File: src/design/tmrsc_pkg.sv
`default_nettype none
package tmrsc_pkg;
  // Channel count, pin count and widths
  localparam int NCH = 4;
  localparam int NPIN = 4;
  localparam int CNT_W = 16;
  localparam int ADDR_W = 8;
  localparam int DATA_W = 32;
  localparam int SCR_W = 16;
  // Register indices; byte address is four times the index
  localparam logic [5:0] CH_IDX [NCH] = '{6'h07, 6'h17, 6'h27, 6'h37};
  // Field positions of the channel status/control register
  localparam int BIT_CMP_FLAG = 15;
  localparam int BIT_CMP_IE = 14;
  localparam int BIT_ROLL_FLAG = 13;
  localparam int BIT_ROLL_IE = 12;
  localparam int BIT_EDGE_FLAG = 11;
  localparam int BIT_EDGE_IE = 10;
  localparam int BIT_INV = 9;
  localparam int BIT_INPUT = 8;
  localparam int BIT_CAPM_HI = 7;
  localparam int BIT_CAPM_LO = 6;
  localparam logic [5:0] LOW_RSVD = 6'h00;
  localparam logic [SCR_W-1:0] SCR_RESET = 16'h0000;
  localparam logic [15:0] RDATA_PAD = 16'h0000;
  // Count mode "stopped"
  localparam logic [2:0] CNT_MODE_STOP = 3'h0;
  // Default input filter length in clocks
  localparam int FILT_CNT_DEF = 3;
  localparam logic [1:0] RESP_OKAY = 2'h0;
  localparam logic [1:0] RESP_SLVERR = 2'h2;

  typedef enum logic [1:0]
  {
    CAPM_OFF = 2'h0,
    CAPM_RISE = 2'h1,
    CAPM_FALL = 2'h2,
    CAPM_BOTH = 2'h3
  } tmrsc_capm_t;

  typedef enum logic [0:0]
  {
    BUS_IDLE = 1'h0,
    BUS_RESP = 1'h1
  } tmrsc_bus_st_t;

  // Per-channel view of the counter core
  typedef struct packed {
    logic cmp_match;
    logic rollover;
    logic [2:0] count_mode;
    logic [1:0] src_sel;
    logic [CNT_W-1:0] count;
  } tmrsc_ctr_t;
endpackage
`default_nettype wire

File: src/design/tmrsc_in_cond.sv
`timescale 1ns/1ps
`default_nettype none
module tmrsc_in_cond #(
  parameter int FILT_CNT = tmrsc_pkg::FILT_CNT_DEF
) (
  input wire logic mclk_i,
  input wire logic srst_i,
  input wire logic [tmrsc_pkg::NPIN-1:0] pins_i,
  input wire logic [1:0] sel_i,
  input wire logic invert_i,
  output logic level_o,
  output logic rise_o,
  output logic fall_o
);
  localparam int CW = $clog2(FILT_CNT + 1);
  localparam logic [CW-1:0] CNT_LAST = CW'(FILT_CNT - 1);

  logic raw;
  logic level, next_level;
  logic level_d;
  logic [CW-1:0] cnt, next_cnt;

  assign raw = pins_i[sel_i] ^ invert_i;

  // Glitch filter: a new level must persist FILT_CNT clocks
  always_comb
  begin
    next_level = level;
    next_cnt = '0;
    if (raw != level)
    begin
      if (cnt == CNT_LAST)
        next_level = raw;
      else
        next_cnt = cnt + CW'(1);
    end
  end

  always_ff @(posedge mclk_i)
  begin
    if (srst_i)
    begin
      level <= 1'b0;
      level_d <= 1'b0;
      cnt <= '0;
    end
    else
    begin
      level <= next_level;
      level_d <= level;
      cnt <= next_cnt;
    end
  end

  // Toggling the invert bit makes an edge too, as on the pin itself
  assign level_o = level;
  assign rise_o = level & ~level_d;
  assign fall_o = ~level & level_d;
endmodule // tmrsc_in_cond
`default_nettype wire

File: src/design/tmrsc_top.sv
`timescale 1ns/1ps
`default_nettype none
module tmrsc_top #(
  parameter int FILT_CNT = tmrsc_pkg::FILT_CNT_DEF
) (
  input wire logic mclk_i,
  input wire logic srst_i,
  input wire logic [tmrsc_pkg::ADDR_W-1:0] s_axi_awaddr_i,
  input wire logic s_axi_awvalid_i,
  output logic s_axi_awready_o,
  input wire logic [tmrsc_pkg::DATA_W-1:0] s_axi_wdata_i,
  input wire logic [3:0] s_axi_wstrb_i,
  input wire logic s_axi_wvalid_i,
  output logic s_axi_wready_o,
  output logic [1:0] s_axi_bresp_o,
  output logic s_axi_bvalid_o,
  input wire logic s_axi_bready_i,
  input wire logic [tmrsc_pkg::ADDR_W-1:0] s_axi_araddr_i,
  input wire logic s_axi_arvalid_i,
  output logic s_axi_arready_o,
  output logic [tmrsc_pkg::DATA_W-1:0] s_axi_rdata_o,
  output logic [1:0] s_axi_rresp_o,
  output logic s_axi_rvalid_o,
  input wire logic s_axi_rready_i,
  input wire logic [tmrsc_pkg::NPIN-1:0] ext_pin_i,
  input wire tmrsc_pkg::tmrsc_ctr_t [tmrsc_pkg::NCH-1:0] ctr_i,
  output logic [tmrsc_pkg::NCH-1:0] irq_o,
  output logic [tmrsc_pkg::NCH-1:0][tmrsc_pkg::CNT_W-1:0] capture_o,
  output logic [tmrsc_pkg::NCH-1:0] capture_load_o
);
  localparam int NCH = tmrsc_pkg::NCH;
  localparam int CW = tmrsc_pkg::CNT_W;

  // Returns {hit, channel} for a byte address
  function automatic logic [2:0] decode(input logic [tmrsc_pkg::ADDR_W-1:0] a);
    logic [2:0] r;
    r = 3'h0;
    for (int i = 0; i < NCH; i++)
    begin
      if (a == {tmrsc_pkg::CH_IDX[i], 2'h0})
        r = {1'b1, i[1:0]};
    end
    return r;
  endfunction

  // Bus state
  tmrsc_pkg::tmrsc_bus_st_t wr_st, next_wr_st, rd_st, next_rd_st;
  logic aw_full, next_aw_full, w_full, next_w_full;
  logic [tmrsc_pkg::ADDR_W-1:0] aw_addr, next_aw_addr;
  logic [15:0] w_data, next_w_data;
  logic [1:0] w_strb, next_w_strb;
  logic [1:0] bresp, next_bresp, rresp, next_rresp;
  logic [tmrsc_pkg::DATA_W-1:0] rdata, next_rdata;
  logic do_write;
  logic [2:0] wdec, rdec;
  logic [NCH-1:0] wr_lo, wr_hi;

  // Channel state
  logic [NCH-1:0] cmp_f, next_cmp_f, cmp_ie, next_cmp_ie;
  logic [NCH-1:0] roll_f, next_roll_f, roll_ie, next_roll_ie;
  logic [NCH-1:0] edge_f, next_edge_f, edge_ie, next_edge_ie;
  logic [NCH-1:0] inv, next_inv;
  tmrsc_pkg::tmrsc_capm_t capm [NCH];
  tmrsc_pkg::tmrsc_capm_t next_capm [NCH];
  logic [NCH-1:0][CW-1:0] cap, next_cap;
  logic [NCH-1:0] cap_ld, next_cap_ld;
  logic [NCH-1:0] lvl, rise, fall, cap_ev;
  logic [NCH-1:0][tmrsc_pkg::SCR_W-1:0] scr;

  for (genvar g = 0; g < NCH; g++)
  begin : g_in
    tmrsc_in_cond #(
      .FILT_CNT(FILT_CNT)
    ) u_in (
      .mclk_i(mclk_i),
      .srst_i(srst_i),
      .pins_i(ext_pin_i),
      .sel_i(ctr_i[g].src_sel),
      .invert_i(inv[g]),
      .level_o(lvl[g]),
      .rise_o(rise[g]),
      .fall_o(fall[g])
    );
  end

  // live input level in the read view
  always_comb
  begin
    for (int c = 0; c < NCH; c++)
    begin
      scr[c] = {cmp_f[c], cmp_ie[c], roll_f[c], roll_ie[c], edge_f[c], edge_ie[c],
                inv[c], lvl[c], capm[c], tmrsc_pkg::LOW_RSVD};
    end
  end

  // Write path: address and data taken in either order, committed together
  assign wdec = decode(aw_addr);
  assign rdec = decode(s_axi_araddr_i);
  assign s_axi_awready_o = ~aw_full;
  assign s_axi_wready_o = ~w_full;
  assign s_axi_bvalid_o = (wr_st == tmrsc_pkg::BUS_RESP);
  assign s_axi_bresp_o = bresp;
  assign s_axi_arready_o = (rd_st == tmrsc_pkg::BUS_IDLE);
  assign s_axi_rvalid_o = (rd_st == tmrsc_pkg::BUS_RESP);
  assign s_axi_rdata_o = rdata;
  assign s_axi_rresp_o = rresp;

  always_comb
  begin
    next_aw_full = aw_full;
    next_aw_addr = aw_addr;
    next_w_full = w_full;
    next_w_data = w_data;
    next_w_strb = w_strb;
    next_wr_st = wr_st;
    next_bresp = bresp;
    do_write = 1'b0;
    if (s_axi_awvalid_i && !aw_full)
    begin
      next_aw_full = 1'b1;
      next_aw_addr = s_axi_awaddr_i;
    end
    if (s_axi_wvalid_i && !w_full)
    begin
      next_w_full = 1'b1;
      next_w_data = s_axi_wdata_i[15:0];
      next_w_strb = s_axi_wstrb_i[1:0];
    end
    case (wr_st)
      tmrsc_pkg::BUS_IDLE:
      begin
        if (aw_full && w_full)
        begin
          do_write = wdec[2];
          next_bresp = wdec[2] ? tmrsc_pkg::RESP_OKAY : tmrsc_pkg::RESP_SLVERR;
          next_aw_full = 1'b0;
          next_w_full = 1'b0;
          next_wr_st = tmrsc_pkg::BUS_RESP;
        end
      end
      tmrsc_pkg::BUS_RESP:
      begin
        if (s_axi_bready_i)
          next_wr_st = tmrsc_pkg::BUS_IDLE;
      end
      default:
        next_wr_st = tmrsc_pkg::BUS_IDLE;
    endcase
  end

  // Upper byte lane holds flags and enables, lower holds the capture mode
  always_comb
  begin
    for (int c = 0; c < NCH; c++)
    begin
      wr_lo[c] = do_write && (wdec[1:0] == c[1:0]) && w_strb[0];
      wr_hi[c] = do_write && (wdec[1:0] == c[1:0]) && w_strb[1];
    end
  end

  // Read path: one cycle to answer, unmapped gives SLVERR and zero
  // register decode
  always_comb
  begin
    next_rd_st = rd_st;
    next_rdata = rdata;
    next_rresp = rresp;
    case (rd_st)
      tmrsc_pkg::BUS_IDLE:
      begin
        if (s_axi_arvalid_i)
        begin
          next_rd_st = tmrsc_pkg::BUS_RESP;
          next_rdata = '0;
          next_rresp = tmrsc_pkg::RESP_SLVERR;
          if (rdec[2])
          begin
            next_rdata = {tmrsc_pkg::RDATA_PAD, scr[rdec[1:0]]};
            next_rresp = tmrsc_pkg::RESP_OKAY;
          end
        end
      end
      tmrsc_pkg::BUS_RESP:
      begin
        if (s_axi_rready_i)
          next_rd_st = tmrsc_pkg::BUS_IDLE;
      end
      default:
        next_rd_st = tmrsc_pkg::BUS_IDLE;
    endcase
  end

  // Channel logic; a hardware set wins over a clear in the same cycle
  always_comb
  begin
    for (int c = 0; c < NCH; c++)
    begin
      next_cmp_f[c] = (cmp_f[c] & ~(wr_hi[c] & ~w_data[tmrsc_pkg::BIT_CMP_FLAG]))
                      | ctr_i[c].cmp_match;
      next_roll_f[c] = (roll_f[c] & ~(wr_hi[c] & ~w_data[tmrsc_pkg::BIT_ROLL_FLAG]))
                       | ctr_i[c].rollover;
      // edge flag, gated by count mode
      next_edge_f[c] = (edge_f[c] & ~(wr_hi[c] & ~w_data[tmrsc_pkg::BIT_EDGE_FLAG]))
                       | (rise[c] && ctr_i[c].count_mode != tmrsc_pkg::CNT_MODE_STOP);
      next_cmp_ie[c] = wr_hi[c] ? w_data[tmrsc_pkg::BIT_CMP_IE] : cmp_ie[c];
      next_roll_ie[c] = wr_hi[c] ? w_data[tmrsc_pkg::BIT_ROLL_IE] : roll_ie[c];
      next_edge_ie[c] = wr_hi[c] ? w_data[tmrsc_pkg::BIT_EDGE_IE] : edge_ie[c];
      next_inv[c] = wr_hi[c] ? w_data[tmrsc_pkg::BIT_INV] : inv[c];
      next_capm[c] = wr_lo[c] ?
        tmrsc_pkg::tmrsc_capm_t'(w_data[tmrsc_pkg::BIT_CAPM_HI:tmrsc_pkg::BIT_CAPM_LO]) :
        capm[c];
      case (capm[c])
        tmrsc_pkg::CAPM_OFF: cap_ev[c] = 1'b0;
        tmrsc_pkg::CAPM_RISE: cap_ev[c] = rise[c];
        tmrsc_pkg::CAPM_FALL: cap_ev[c] = fall[c];
        tmrsc_pkg::CAPM_BOTH: cap_ev[c] = rise[c] | fall[c];
        default: cap_ev[c] = 1'b0;
      endcase
      next_cap[c] = cap_ev[c] ? ctr_i[c].count : cap[c];
      next_cap_ld[c] = cap_ev[c];
    end
  end

  always_ff @(posedge mclk_i)
  begin
    if (srst_i)
    begin
      wr_st <= tmrsc_pkg::BUS_IDLE;
      rd_st <= tmrsc_pkg::BUS_IDLE;
      aw_full <= 1'b0;
      aw_addr <= '0;
      w_full <= 1'b0;
      w_data <= '0;
      w_strb <= '0;
      bresp <= tmrsc_pkg::RESP_OKAY;
      rresp <= tmrsc_pkg::RESP_OKAY;
      rdata <= '0;
      cmp_f <= '0;
      cmp_ie <= '0;
      roll_f <= '0;
      roll_ie <= '0;
      edge_f <= '0;
      edge_ie <= '0;
      inv <= '0;
      capm <= '{default: tmrsc_pkg::CAPM_OFF};
      cap <= '0;
      cap_ld <= '0;
    end
    else
    begin
      wr_st <= next_wr_st;
      rd_st <= next_rd_st;
      aw_full <= next_aw_full;
      aw_addr <= next_aw_addr;
      w_full <= next_w_full;
      w_data <= next_w_data;
      w_strb <= next_w_strb;
      bresp <= next_bresp;
      rresp <= next_rresp;
      rdata <= next_rdata;
      cmp_f <= next_cmp_f;
      cmp_ie <= next_cmp_ie;
      roll_f <= next_roll_f;
      roll_ie <= next_roll_ie;
      edge_f <= next_edge_f;
      edge_ie <= next_edge_ie;
      inv <= next_inv;
      capm <= next_capm;
      cap <= next_cap;
      cap_ld <= next_cap_ld;
    end
  end

  assign irq_o = (cmp_f & cmp_ie) | (roll_f & roll_ie) | (edge_f & edge_ie);
  assign capture_o = cap;
  assign capture_load_o = cap_ld;

  for (genvar g = 0; g < NCH; g++)
  begin : g_chk

  end
endmodule // tmrsc_top
`default_nettype wire

File: config.mk
export PLATFORM = sky130hd
export DESIGN_NAME = tmrsc_top
export DESIGN_NICKNAME = d
export VERILOG_FILES = /design/src/design/tmrsc_pkg.sv /design/src/design/tmrsc_in_cond.sv /design/src/design/tmrsc_top.sv
export SDC_FILE = /design/constraint.sdc
export NUM_CORES = 1
export LEC_CHECK = 0
export ABC_AREA = 1
export BUFFER_PORTS_ARGS = -buffer_cell sky130_fd_sc_hd__buf_4
export CAP_MARGIN = 15
export CORE_MARGIN = 2
export CORE_UTILIZATION = 40
export CTS_CLUSTER_DIAMETER = 50
export DETAILED_ROUTE_END_ITERATION = 10
export PLACE_DENSITY_LB_ADDON = 0.12
export RECOVER_POWER = 100
export SLEW_MARGIN = 25
export SYNTH_ARGS = -nofsm -noshare
export SYNTH_HDL_FRONTEND = slang
export SYNTH_SLANG_ARGS = --single-unit
File: constraint.sdc
create_clock -name mclk_i -period 1.55 [get_ports mclk_i]
set_input_delay 0 -clock mclk_i [delete_from_list [all_inputs] [get_ports mclk_i]]
set_output_delay 0 -clock mclk_i [all_outputs]
set_load 0.01 [all_outputs]
# == Word level (Yosys, flattened, before mapping) ==
# Cells that the tools add are included.
# word_totals
regBits,186
latchBits,0
mem_bits_rw,0
romBits,0
in_bits,155
output_inout_bits,113
word_cells,257
n_memories,0
# classes
n_addsub,4
multipliers,0
div,0
n_lt_le_gt_ge,5
n_eq_ne,31
n_shift,0
n_mux,39
n_bitwise,88
n_reduce_logical,40
# ops
op,n
$and 1x1->1,32
$bmux 16 s2,1
$eq 8x8->1 const B,4
$mux 16,2
$not 1->1,31
$eq 2x2->1 const B,14
$mux 3,8
$logic_and 1x1->1,19
$eq 8x5->1 const B,2
$eq 8x7->1 const B,2
$mux 1,16
$or 1x1->1,16
$pmux 1 s4,4
$lt 2x3->1 const B,5
$and 4x4->4,3
$reduce_and 2->1,6
$reduce_bool 3->1,4
$reduce_or 3->1,4
$eq 2x1->1 const B,5
$logic_not 2->1,5
$add 2x1->2 const B,4
$bmux 1 s2,4
$or 4x4->4,2
$mux 2,2
4 further kinds,12

# == Depth between registers and ports, before layout ==
# Gate-level depths: netlist (run 1).
# logic_depth
ltp_word,13
depth_mapped,9
ltp_nobuf,9

# == Modules after synthesis ==
# Synthesis (run 1) repeated with hierarchy kept, for this count alone.
# unflattened
cells_unflattened,934
hier_area_um2,6787.8
# modules_own_cells
mod,n_inst,cells_each,area_per_inst_um2,seq_area_each_um2
tmrsc_top,1,790,5781.8,2782.7
tmrsc_in_cond,4,36,251.5,80.1

# == Worst setup path after synthesis (run 1) ==
# No wires, ideal clock.
# synth_timing
path_kind,flip-flop to flip-flop
startpoint,register g_in[1].u_in.level_d
endpoint,"register cap, in the netlist capture_o[23]"
setup_time_ns,0.132
arrival_time_ns,1.293
required_ns,1.418
slack_ns,0.125
path_stages_with_launch,8
n_path_buf,1
period_less_slack_ns,1.425
path_cell_list,dfxtp_1 > inv_1 > ha_1 > o21ai_2 > nand2_2 > buf_4 > nand2_1 > a21oi_1
# synth_between
elab_chain_len,4
word_cells_on_any_way,5
classes_between,1 x mux; 4 x bitwise
# synth_lines
element,line_no,rtl
from (decl),tmrsc_in_cond.sv:20,logic level_d;
from (signal assigned),tmrsc_in_cond.sv:50,level_d <= level;
$not 1->1,tmrsc_in_cond.sv:57,assign rise_o = level & ~level_d;
$and 1x1->1,tmrsc_in_cond.sv:57,
$or 1x1->1,tmrsc_top.sv:216,tmrsc_pkg::CAPM_BOTH: cap_ev[c] = rise[c] | fall[c];
$pmux 1 s4 (*),tmrsc_top.sv:212,case (capm[c])
to (signal assigned),tmrsc_top.sv:269,cap <= next_cap;
to (decl),tmrsc_top.sv:65,"logic [NCH-1:0][CW-1:0] cap, next_cap;"
# Every way passes the cells marked *; elsewhere a longest branch is shown, timed or not.
# A chain may end at the register's enable or synchronous reset.

# == Worst setup path after layout (run 1) ==
# layout_timing
startpoint,register g_in[3].u_in.level_d
endpoint,register edge_f[3]
# layout_between
elab_chain_len,4
# layout_lines
element,line_no,rtl
from (decl),tmrsc_in_cond.sv:20,
from (signal assigned),tmrsc_in_cond.sv:50,
$not 1->1,tmrsc_in_cond.sv:57,
$and 1x1->1,tmrsc_in_cond.sv:57,
$logic_and 1x1->1,tmrsc_top.sv:204,| (rise[c] && ctr_i[c].count_mode != tmrsc_pkg::CNT_MODE_STOP);
$or 1x1->1,tmrsc_top.sv:204,
to (signal assigned),tmrsc_top.sv:265,edge_f <= next_edge_f;
to (decl),tmrsc_top.sv:61,"logic [NCH-1:0] edge_f, next_edge_f, edge_ie, next_edge_ie;"
# No other way between the ends.

==> flow_metrics.env, run 1 <==
export IMPL_slew_headroom_pct=60.6
export IMPL_maxCapViolations=0
export IMPL_drtIter0Drc=279
export IMPL_drv_slew=0
export IMPL_ios=268
export IMPL_synth_seq_area_share_pct=45.2
export IMPL_initial_utilization_pct=41.1
export IMPL_outcome="finished, final reports clean"
export IMPL_finClkSkew_ns=0.00729
export IMPL_vias_per_cell=4.77
export IMPL_synth_cells=933
export IMPL_cts_reportedPaths_clkPinSlew_ns=0.06
export IMPL_grt_usage_pct=22.4
export IMPL_dieArea_um2=18200
export IMPL_totalWireLength_um=21000
export IMPL_post_drt_wl_per_cell_um=14.0
export IMPL_dr_pass1_iters=4
export IMPL_cts_tree="built"
export IMPL_path_max_fanout=2
export IMPL_fin_ws_ns=0.0827
export IMPL_portBuffers=218
export IMPL_setup_viol=0
export IMPL_peakVddDrop_v=0.000732
export IMPL_crit_required_ns=1.83
export IMPL_cts_root_buf="clkbuf_16"
export IMPL_coreArea_um2=16700
export IMPL_dp_slack_ns=0.0403
export IMPL_cts_path_max_buffers=2
export IMPL_p_per_area_nw_per_um2=924
export IMPL_worstPathArrival_ns=1.74
export IMPL_total_power_mw=9.33
export IMPL_min_path_type="input pin to flop"
export IMPL_period_needed_ns=1.47
export IMPL_finalHoldViolCount=0
export IMPL_globalRoute_totalOverflow=0
export IMPL_vias=7137
export IMPL_antenna_left=0
export IMPL_grt_first_pass_wirelength_um=32600
export IMPL_cts_buffers=17
export IMPL_synthDistinctLibCells=33
export IMPL_period_share_pct=94.7
export IMPL_reg2regPathDepth=5
export IMPL_place_gp_congestion=0.846
export IMPL_grt_pass1_vias=6467
export IMPL_hpwlAfterDp_um=14000
export IMPL_grt_max_degree=102
export IMPL_area_growth_pct=47.0
export IMPL_die_h_um=135
export IMPL_path_class="flop to flop"
export IMPL_cp_end_kind="flop"
export IMPL_syn_area_um2=6860
export IMPL_insertion_delay_ns=0.42
export IMPL_drive_gt1_share_pct=16.9
export IMPL_max_freq_mhz=682
export IMPL_die_w_um=135
export IMPL_tightest_slew_ns=0.586
export IMPL_ys_warn_count=0
export IMPL_startpoint_type="flop"
export IMPL_rows=47
export IMPL_rsz0062_at_grt="yes"
export IMPL_syn_avg_cell_area_um2=7.36
export IMPL_cts_max_level=4
export IMPL_cts_num_sinks=155
export IMPL_holdPathStages=5
export IMPL_leakagePower_nw=4.18
export IMPL_antenna_found_initial=0
export IMPL_ys_ff_latch=155
export IMPL_finalNetCount=1430
export IMPL_drc_errors=0
[cells by family (layout without fill, tap and decap cells)]
logic type                 Yosys count  in the layout  share of synthesized area, %
AOI/OAI and AO/OA                  162            162                          12.6
DFF                                155            155                          45.2
and+or+nand+nor                    435            437                          28.3
other                                1             25                        0.0546
xor gates and xnor gates             8              8                          1.02
adders and majority gates           12             12                          2.19
buffers and inverters              160            477                          10.7
[timing repair]
item	4_1_cts	5_1_grt
endpoints found under the hold margin	99	0
resized for setup	0	14
buffers inserted	0	1
endpoints found under the setup margin	0	67
hold buffers	106	0
[through the flow]
step | util, % | hold slack (ns) | setup TNS, ns | std cells | area (um2)
6_report | 60.4 | 0.0617 | 0 | 1496 | 10100
5_1_grt | 60.4 | 0.0820 | -0.0170 | 1495 | 10100
4_1_cts | 62.1 | 0.0575 | 0 | 1492 | 10400
3_5_place_dp | 52.2 | 0.255 | 0 | 1355 | 8720
3_3_place_gp | 52.2 | 0.250 | 0 | 1355 | 8720
2_1_floorplan | - | 0.134 | 0 | 956 | 6950
[cell usage after synthesis, drive strengths merged]
library cell  instances  area [um2]
nor3                  3        15.0
conb                  1        3.75
or2                   1        6.26
inv                  88         330
xnor2                 4        35.0
o211ai                4        30.0
buf                  43         290
clkbuf               25        93.8
nand3               105         571
dfxtp               155        3100
clkinv                4        17.5
nand4                36         231
o221ai                4        35.0
ha                   12         150
o31ai                 4        30.0
a21oi               100         500
xor2                  4        35.0
o21ai                49         260
nor2                108         425
o21a                  1        7.51
nand2               182         693
[path summary, 6_finish.rpt]
path / start / slack, ns / to
max: g_in[3].u_in.level_d$_SDFF_PP0_ / 0.08 / edge_f[3]$_SDFF_PP0_
min: srst_i / 0.06 / g_in[0].u_in.level_o$_SDFFE_PP0P_
min reg2reg: g_in[3].u_in.cnt[0]$_SDFF_PP0_ / 0.41 / g_in[3].u_in.cnt[0]$_SDFF_PP0_
max reg2reg: g_in[3].u_in.level_d$_SDFF_PP0_ / 0.08 / edge_f[3]$_SDFF_PP0_
[report_power, final]
part           internal [mW]  switching, mW  total [mW]
registers               4.09         0.0859        4.18
logic                  0.551          0.497        1.05
clock network           2.48           1.62        4.10
[cell type report]
type,count,area (um2)
Inverter,92,348
Clock buffer,20,467
Clock inverter,11,120
Tap cell,220,275
Timing Repair Buffer,354,2600
Fill cell,1628,6610
Multi-Input combinational cell,643,3170
Sequential cell,155,3100
Antenna cell,1,2.50
[flip-flops by register name (all words and copies together) (netlist names), 8 cells and up]
name,count
s_axi_rdata_o,10
w_data,9
g_in.u_in.cnt,8
capture_o,64
capm,8
aw_addr,8
[layer usage]
metal,vias up,wire [um],share of wire [%],track usage [%]
met3,29,1240,5.9,4.95
met4,0,414,2.0,7.41
li1,3672,-,-,-
met1,3199,9470,45,29.0
met2,237,9870,47,37.0
met5,-,0,0,0
[worst max-delay path, cell delays in order (launching register included)]
cell and delay [ns]:
dfxtp_1 0.33, inv_1 0.05, ha_1 0.20, o31ai_1 0.08
dlygate4sd3_1 0.61, a21oi_1 0.07
[cells in the final DEF, fill, tap and decap left out, types with 2 or more instances in the layout]
cell type / synthesis / final
o31ai_1: 4 / 4
clkinv_1: 2 / 2
o21ai_0: 45 / 45
buf_6: 1 / 2
clkinv_4: 0 / 2
nand2_4: 0 / 4
clkbuf_2: 0 / 2
a21oi_2: 0 / 2
dfxtp_1: 155 / 154
a21oi_1: 100 / 98
o21ai_2: 4 / 2
nor2_4: 2 / 2
nor2_2: 2 / 3
nor3_1: 3 / 3
clkbuf_16: 0 / 17
dlygate4sd3_1: 0 / 106
buf_12: 0 / 2
clkbuf_1: 25 / 93
clkinv_2: 2 / 6
nand3_2: 4 / 3
clkbuf_8: 0 / 3
xor2_1: 4 / 4
xnor2_1: 4 / 4
clkinvlp_4: 0 / 3
nand3_4: 2 / 2
o221ai_1: 4 / 4
conb_1: 1 / 24
nand3_1: 99 / 100
ha_1: 12 / 11
nand2_1: 178 / 178
nor2_1: 104 / 103
buf_4: 28 / 148
o211ai_1: 4 / 4
nand4_1: 35 / 35
bufinv_16: 0 / 2
inv_1: 86 / 87
nand2_2: 4 / 2
o21ai_4: 0 / 2
No activity file was read; power rests on OpenSTA's default activity.
==> run 2: changes to the inputs <==
Settings changed: PLACE_DENSITY set to 0.8, PLACE_DENSITY_LB_ADDON 0.12 to unset.
==> flow_metrics.env, run 2 (synthesis gave the netlist of run 1 again) <==
export IMPL_peakVddDrop_v=0.000791
export IMPL_finClkSkew_ns=0.0150
export IMPL_place_gp_congestion=0.887
export IMPL_cts_reportedPaths_clkPinSlew_ns=0.06
export IMPL_cpMostUsedCell="nand4_1"
export IMPL_dieArea_um2=18200
export IMPL_post_drt_wl_per_cell_um=14.2
export IMPL_drc_errors=0
export IMPL_totalWireLength_um=21200
export IMPL_cts_tree="built"
export IMPL_fin_tns_setup_ns=0
export IMPL_antenna_found_initial=0
export IMPL_fin_area_um2=10100
export IMPL_ios=268
export IMPL_crit_required_ns=1.83
export IMPL_p_per_area_nw_per_um2=920
export IMPL_max_freq_mhz=674
export IMPL_antennaDiodeCount=0
export IMPL_die_h_um=135
export IMPL_drtIter0Drc=484
export IMPL_cts_path_max_buffers=2
export IMPL_worst_path_buf_inv=2
export IMPL_cts_max_level=4
export IMPL_grt_usage_pct=22.8
export IMPL_leakagePower_nw=4.20
export IMPL_tightest_slew_ns=0.527
export IMPL_min_path_type="input pin to flop"
export IMPL_placed_area_um2=8730
export IMPL_max_stage_delay_ns=0.32
export IMPL_drive_gt1_share_pct=16.8
export IMPL_rows=47
export IMPL_grt_max_degree=102
export IMPL_grt_first_pass_wirelength_um=33100
export IMPL_vias=7340
export IMPL_path_max_fanout=6
export IMPL_grt_pass1_vias=6842
export IMPL_path_class="flop to flop"
export IMPL_hpwlAfterDp_um=14200
export IMPL_antenna_left=0
export IMPL_cp_top_family="simple AND/OR/NAND/NOR gates"
export IMPL_mostFrequentLayoutCells="178 x nand2_1, 154 x dfxtp_1, 152 x buf_4"
export IMPL_slew_headroom_pct=64.9
export IMPL_finalHoldViolCount=0
export IMPL_worstPathArrival_ns=1.76
export IMPL_outcome="finished, final reports clean"
export IMPL_maxCapViolations=0
export IMPL_cp_slowest_cell="dfxtp_1"
export IMPL_cts_num_sinks=155
export IMPL_globalRoute_totalOverflow=0
export IMPL_die_w_um=135
export IMPL_portBuffers=218
export IMPL_mostFrequentLayoutCell="nand2_1"
export IMPL_rsz0062_at_grt="yes"
export IMPL_dr_pass1_iters=5
export IMPL_coreArea_um2=16700
export IMPL_initial_utilization_pct=41.1
export IMPL_cts_buffers=17
export IMPL_period_share_pct=95.7
export IMPL_finalNetCount=1430
export IMPL_period_needed_ns=1.48
export IMPL_vias_per_cell=4.91
export IMPL_setup_viol=0
export IMPL_crit_chain="nor2_2, nand4_1, nor2_4, clkbuf_4, buf_4, nand4_1, nand2_1, a21oi_1"
export IMPL_area_growth_pct=47.0
export IMPL_drv_slew=0
export IMPL_cts_root_buf="clkbuf_16"
export IMPL_largest_register_ffs=64
export IMPL_insertion_delay_ns=0.42
export IMPL_cp_end_kind="flop"
export IMPL_startpoint_type="flop"
-- run 2: area by class of cell --
class,instances,area (um2)
Sequential cell,155,3100
Tap cell,220,275
Inverter,92,348
Multi-Input combinational cell,641,3140
Timing Repair Buffer,356,2640
Fill cell,1500,6610
Clock inverter,11,120
Clock buffer,21,460
-- run 2: final timing paths --
check                                       from                             end  slack, ns  depth (start not counted)
setup / recovery         aw_addr[0]$_SDFFE_PP0P_             cmp_f[2]$_SDFF_PP0_       0.07                          8
hold / removal                   s_axi_arvalid_i   s_axi_rresp_o[1]$_SDFFE_PP0P_       0.06                          5
setup reg to reg         aw_addr[0]$_SDFFE_PP0P_             cmp_f[2]$_SDFF_PP0_       0.07                          8
hold reg to reg   g_in[0].u_in.cnt[0]$_SDFF_PP0_  g_in[0].u_in.cnt[0]$_SDFF_PP0_       0.41                          1
-- run 2: timing repair --
item / in CTS / in global routing
hold buffers: 107 / 0
buffers inserted: 0 / 2
endpoints found under the setup margin: 0 / 72
endpoints found under the hold margin: 101 / 0
gates resized for setup: 0 / 10
-- run 2: report_power, final --
part / switching (mW) / internal [mW] / leakage [nW]
Combinational: 0.506 / 0.556 / 2.66
Clock: 1.60 / 2.45 / 0.279
Sequential: 0.0828 / 4.09 / 1.26
-- run 2: through the flow --
| stage | power [mW] | util, % | setup WS (ns) | hold slack, ns | std cells |
|---|---|---|---|---|---|
| 6_report | 9.29 | 60.4 | 0.0671 | 0.0648 | 1496 |
| 5_1_grt | 9.66 | 60.4 | -0.0309 | 0.0900 | 1496 |
| 4_1_cts | 9.37 | 62.2 | 0.0197 | 0.0547 | 1494 |
| 3_5_place_dp | 5.09 | 52.3 | 0.0478 | 0.261 | 1355 |
| 3_3_place_gp | 5.07 | 52.3 | 0.0877 | 0.253 | 1355 |
| 2_1_floorplan | 4.69 | - | 0.125 | 0.134 | 956 |
-- run 2: tightest hold or removal path, cell delays in order --
cell and delay [ns]:
buf_4 0.08, nand2_1 0.09, nor2_1 0.14, or2_2 0.12, inv_1 0.03
-- run 2: per-layer routing --
metal / vias up / global-route usage, % / share of wire, %
met2: 298 / 37.8 / 47
met4: 0 / 9.43 / 2.6
met3: 38 / 6.68 / 8.6
met1: 3321 / 27.7 / 42
met5: - / 0 / 0
li1: 3683 / - / -
==> run 3: changes to the inputs <==
Settings changed: RECOVER_POWER 100 to unset.
Clock period 1.55 ns to 1.45 ns, I/O delays scaled along.
==> flow_metrics.env, run 3 (synthesis gave the netlist of run 1 again) <==
export IMPL_outcome="complete, but fails checks"
export IMPL_violations="setup timing"
export IMPL_totalWireLength_um=23400
export IMPL_ios=268
export IMPL_worst_path_buf_inv=3
export IMPL_reg2reg_from="g_in[0].u_in.level_o$_SDFFE_PP0P_"
export IMPL_finalNetCount=1450
export IMPL_maxCapViolations=0
export IMPL_rsz0062_at_grt="yes"
export IMPL_area_growth_pct=60.7
export IMPL_dr_pass1_iters=5
export IMPL_cts_path_max_buffers=2
export IMPL_path_max_fanout=8
export IMPL_cts_reportedPaths_clkPinSlew_ns=0.06
export IMPL_startpoint="g_in[0].u_in.level_o$_SDFFE_PP0P_"
export IMPL_dieArea_um2=18200
export IMPL_mostFrequentLayoutCells="242 x buf_4, 173 x nand2_1, 143 x dfxtp_1"
export IMPL_final_cells=1517
export IMPL_globalRoute_totalOverflow=0
export IMPL_place_gp_congestion=0.895
export IMPL_hpwlAfterDp_um=14400
export IMPL_tightest_slew_ns=0.648
export IMPL_cts_max_level=4
export IMPL_max_freq_mhz=678
export IMPL_crit_chain="inv_2, ha_2, a21oi_2, o21ai_4, buf_12, clkbuf_16, nand3_1, a21oi_1"
export IMPL_fin_ws_ns=-0.0258
export IMPL_fin_tns_setup_ns=-0.0447
export IMPL_mostFrequentLayoutCell="buf_4"
export IMPL_setup_viol=2
export IMPL_max_stage_delay_ns=0.38
export IMPL_endpoint="capture_o[10]$_SDFFE_PP0P_"
export IMPL_portBuffers=218
export IMPL_drive_gt1_share_pct=28.6
export IMPL_r2r_slack_ns=-0.03
export IMPL_coreArea_um2=16700
export IMPL_grt_first_pass_wirelength_um=34100
export IMPL_reg2regPathDepth=8
export IMPL_drc_errors=0
export IMPL_worst_path_stages=8
export IMPL_rr_endpoint="capture_o[10]$_SDFFE_PP0P_"
export IMPL_total_power_mw=10.4
export IMPL_largest_register_ffs=64
export IMPL_grt_max_degree=102
export IMPL_drtIter0Drc=474
export IMPL_antenna_left=0
export IMPL_cp_end_kind="flop"
export IMPL_die_h_um=135
export IMPL_p_per_area_nw_per_um2=942
export IMPL_grt_pass1_vias=7003
export IMPL_drv_slew=0
export IMPL_cts_num_sinks=155
export IMPL_rows=47
export IMPL_placed_cells=1359
export IMPL_period_share_pct=102
export IMPL_initial_utilization_pct=41.1
export IMPL_die_w_um=135
export IMPL_min_path_type="input pin to flop"
export IMPL_cts_root_buf="clkbuf_16"
export IMPL_vias=7697
export IMPL_leakagePower_nw=4.78
export IMPL_insertion_delay_ns=0.42
export IMPL_crit_required_ns=1.73
export IMPL_vias_per_cell=5.07
export IMPL_finClkSkew_ns=0.00396
export IMPL_slew_headroom_pct=56.5
export IMPL_path_class="flop to flop"
export IMPL_fillers=1320
export IMPL_post_drt_wl_per_cell_um=15.4
export IMPL_antenna_found_initial=0
export IMPL_worstPathArrival_ns=1.75
export IMPL_peakVddDrop_v=0.000851
export IMPL_cts_tree="built"
export IMPL_cts_buffers=17
export IMPL_grt_usage_pct=23.3
export IMPL_cp_top_family="flip-flops"
export IMPL_period_needed_ns=1.48
export IMPL_cp_slowest_cell="dfxtp_4"
export IMPL_finalHoldViolCount=0
export IMPL_startpoint_type="flop"
## run 3: changes by cell type in the layout (fill, tap and decap cells not counted), moves of 4 or more
cell       previous run  this run
dfxtp_2               1         9
nand2_1             178       173
clkbuf_1             93         1
buf_12                3        11
buf_4               152       242
ha_1                 12         6
a21oi_1             100        84
o21ai_0              43        31
clkbuf_16            17        21
nand2_2               0         8
o21ai_1               2        13
dfxtp_1             154       143
a21oi_2               0        15
## run 3: where the power goes
| part | switching [mW] | internal, mW |
|---|---|---|
| combinational | 0.572 | 0.637 |
| sequential | 0.0985 | 4.38 |
| clock | 1.74 | 2.96 |
## run 3: through the flow
step	hold WS [ns]	setup WS [ns]	utilization, %	area, um2
floorplan	0.134	0.0248	-	6950
global placement	0.255	0.0337	52.8	8810
detailed placement	0.253	-0.0679	52.8	8810
CTS	0.0474	0.000786	63.1	10500
global route	0.0737	-0.0740	66.0	11000
finish	0.0476	-0.0258	66.0	11000
## run 3: worst min-delay path, stage by stage
cell     delay [ns]
buf_4          0.09
nand2_2        0.06
nor2_1         0.13
or2_2          0.12
inv_1          0.03
## run 3: repair_timing
action,4_1_cts,5_1_grt
endpoints found under the hold margin,99,0
gates cloned,0,11
hold buffers,108,0
endpoints found under the setup margin,37,90
pin swaps,0,17
buffers inserted,0,6
gates resized for setup,4,82
## run 3: layout make-up
type / count / area, um2 / share of cell area (%)
clock buffer: 20 / 457 / 4.14
antenna: 1 / 2.50 / 0.0227
tap: 220 / 275 / 2.50
multi-input combinational: 647 / 3370 / 30.5
timing repair buffer: 370 / 3280 / 29.8
sequential: 155 / 3130 / 28.3
inverter: 92 / 349 / 3.17
clock inverter: 12 / 170 / 1.54
## run 3: how the worst min path moves through the flow
stage	start	to	slack, ns	depth (start not counted)
final	s_axi_arvalid_i	s_axi_rresp_o[1]$_SDFFE_PP0P_	0.05	5
after floorplan	ctr_i[22]	cmp_f[0]$_SDFF_PP0_	0.13	2
after global routing	s_axi_arvalid_i	s_axi_rdata_o[9]$_SDFFE_PP0P_	0.07	5
after CTS	srst_i	capm[6]$_SDFFE_PP0P_	0.05	5
after global placement	ctr_i[45]	cmp_f[1]$_SDFF_PP0_	0.26	3
after detailed placement	ctr_i[67]	roll_f[2]$_SDFF_PP0_	0.25	3
## run 3: routing by layer
layer	global-route usage (%)	vias up	share of wire, %
met5	0	-	0
met4	8.74	0	2.9
met3	5.37	59	7.9
met2	39.7	383	49
met1	28.8	3532	40
li1	-	3723	-
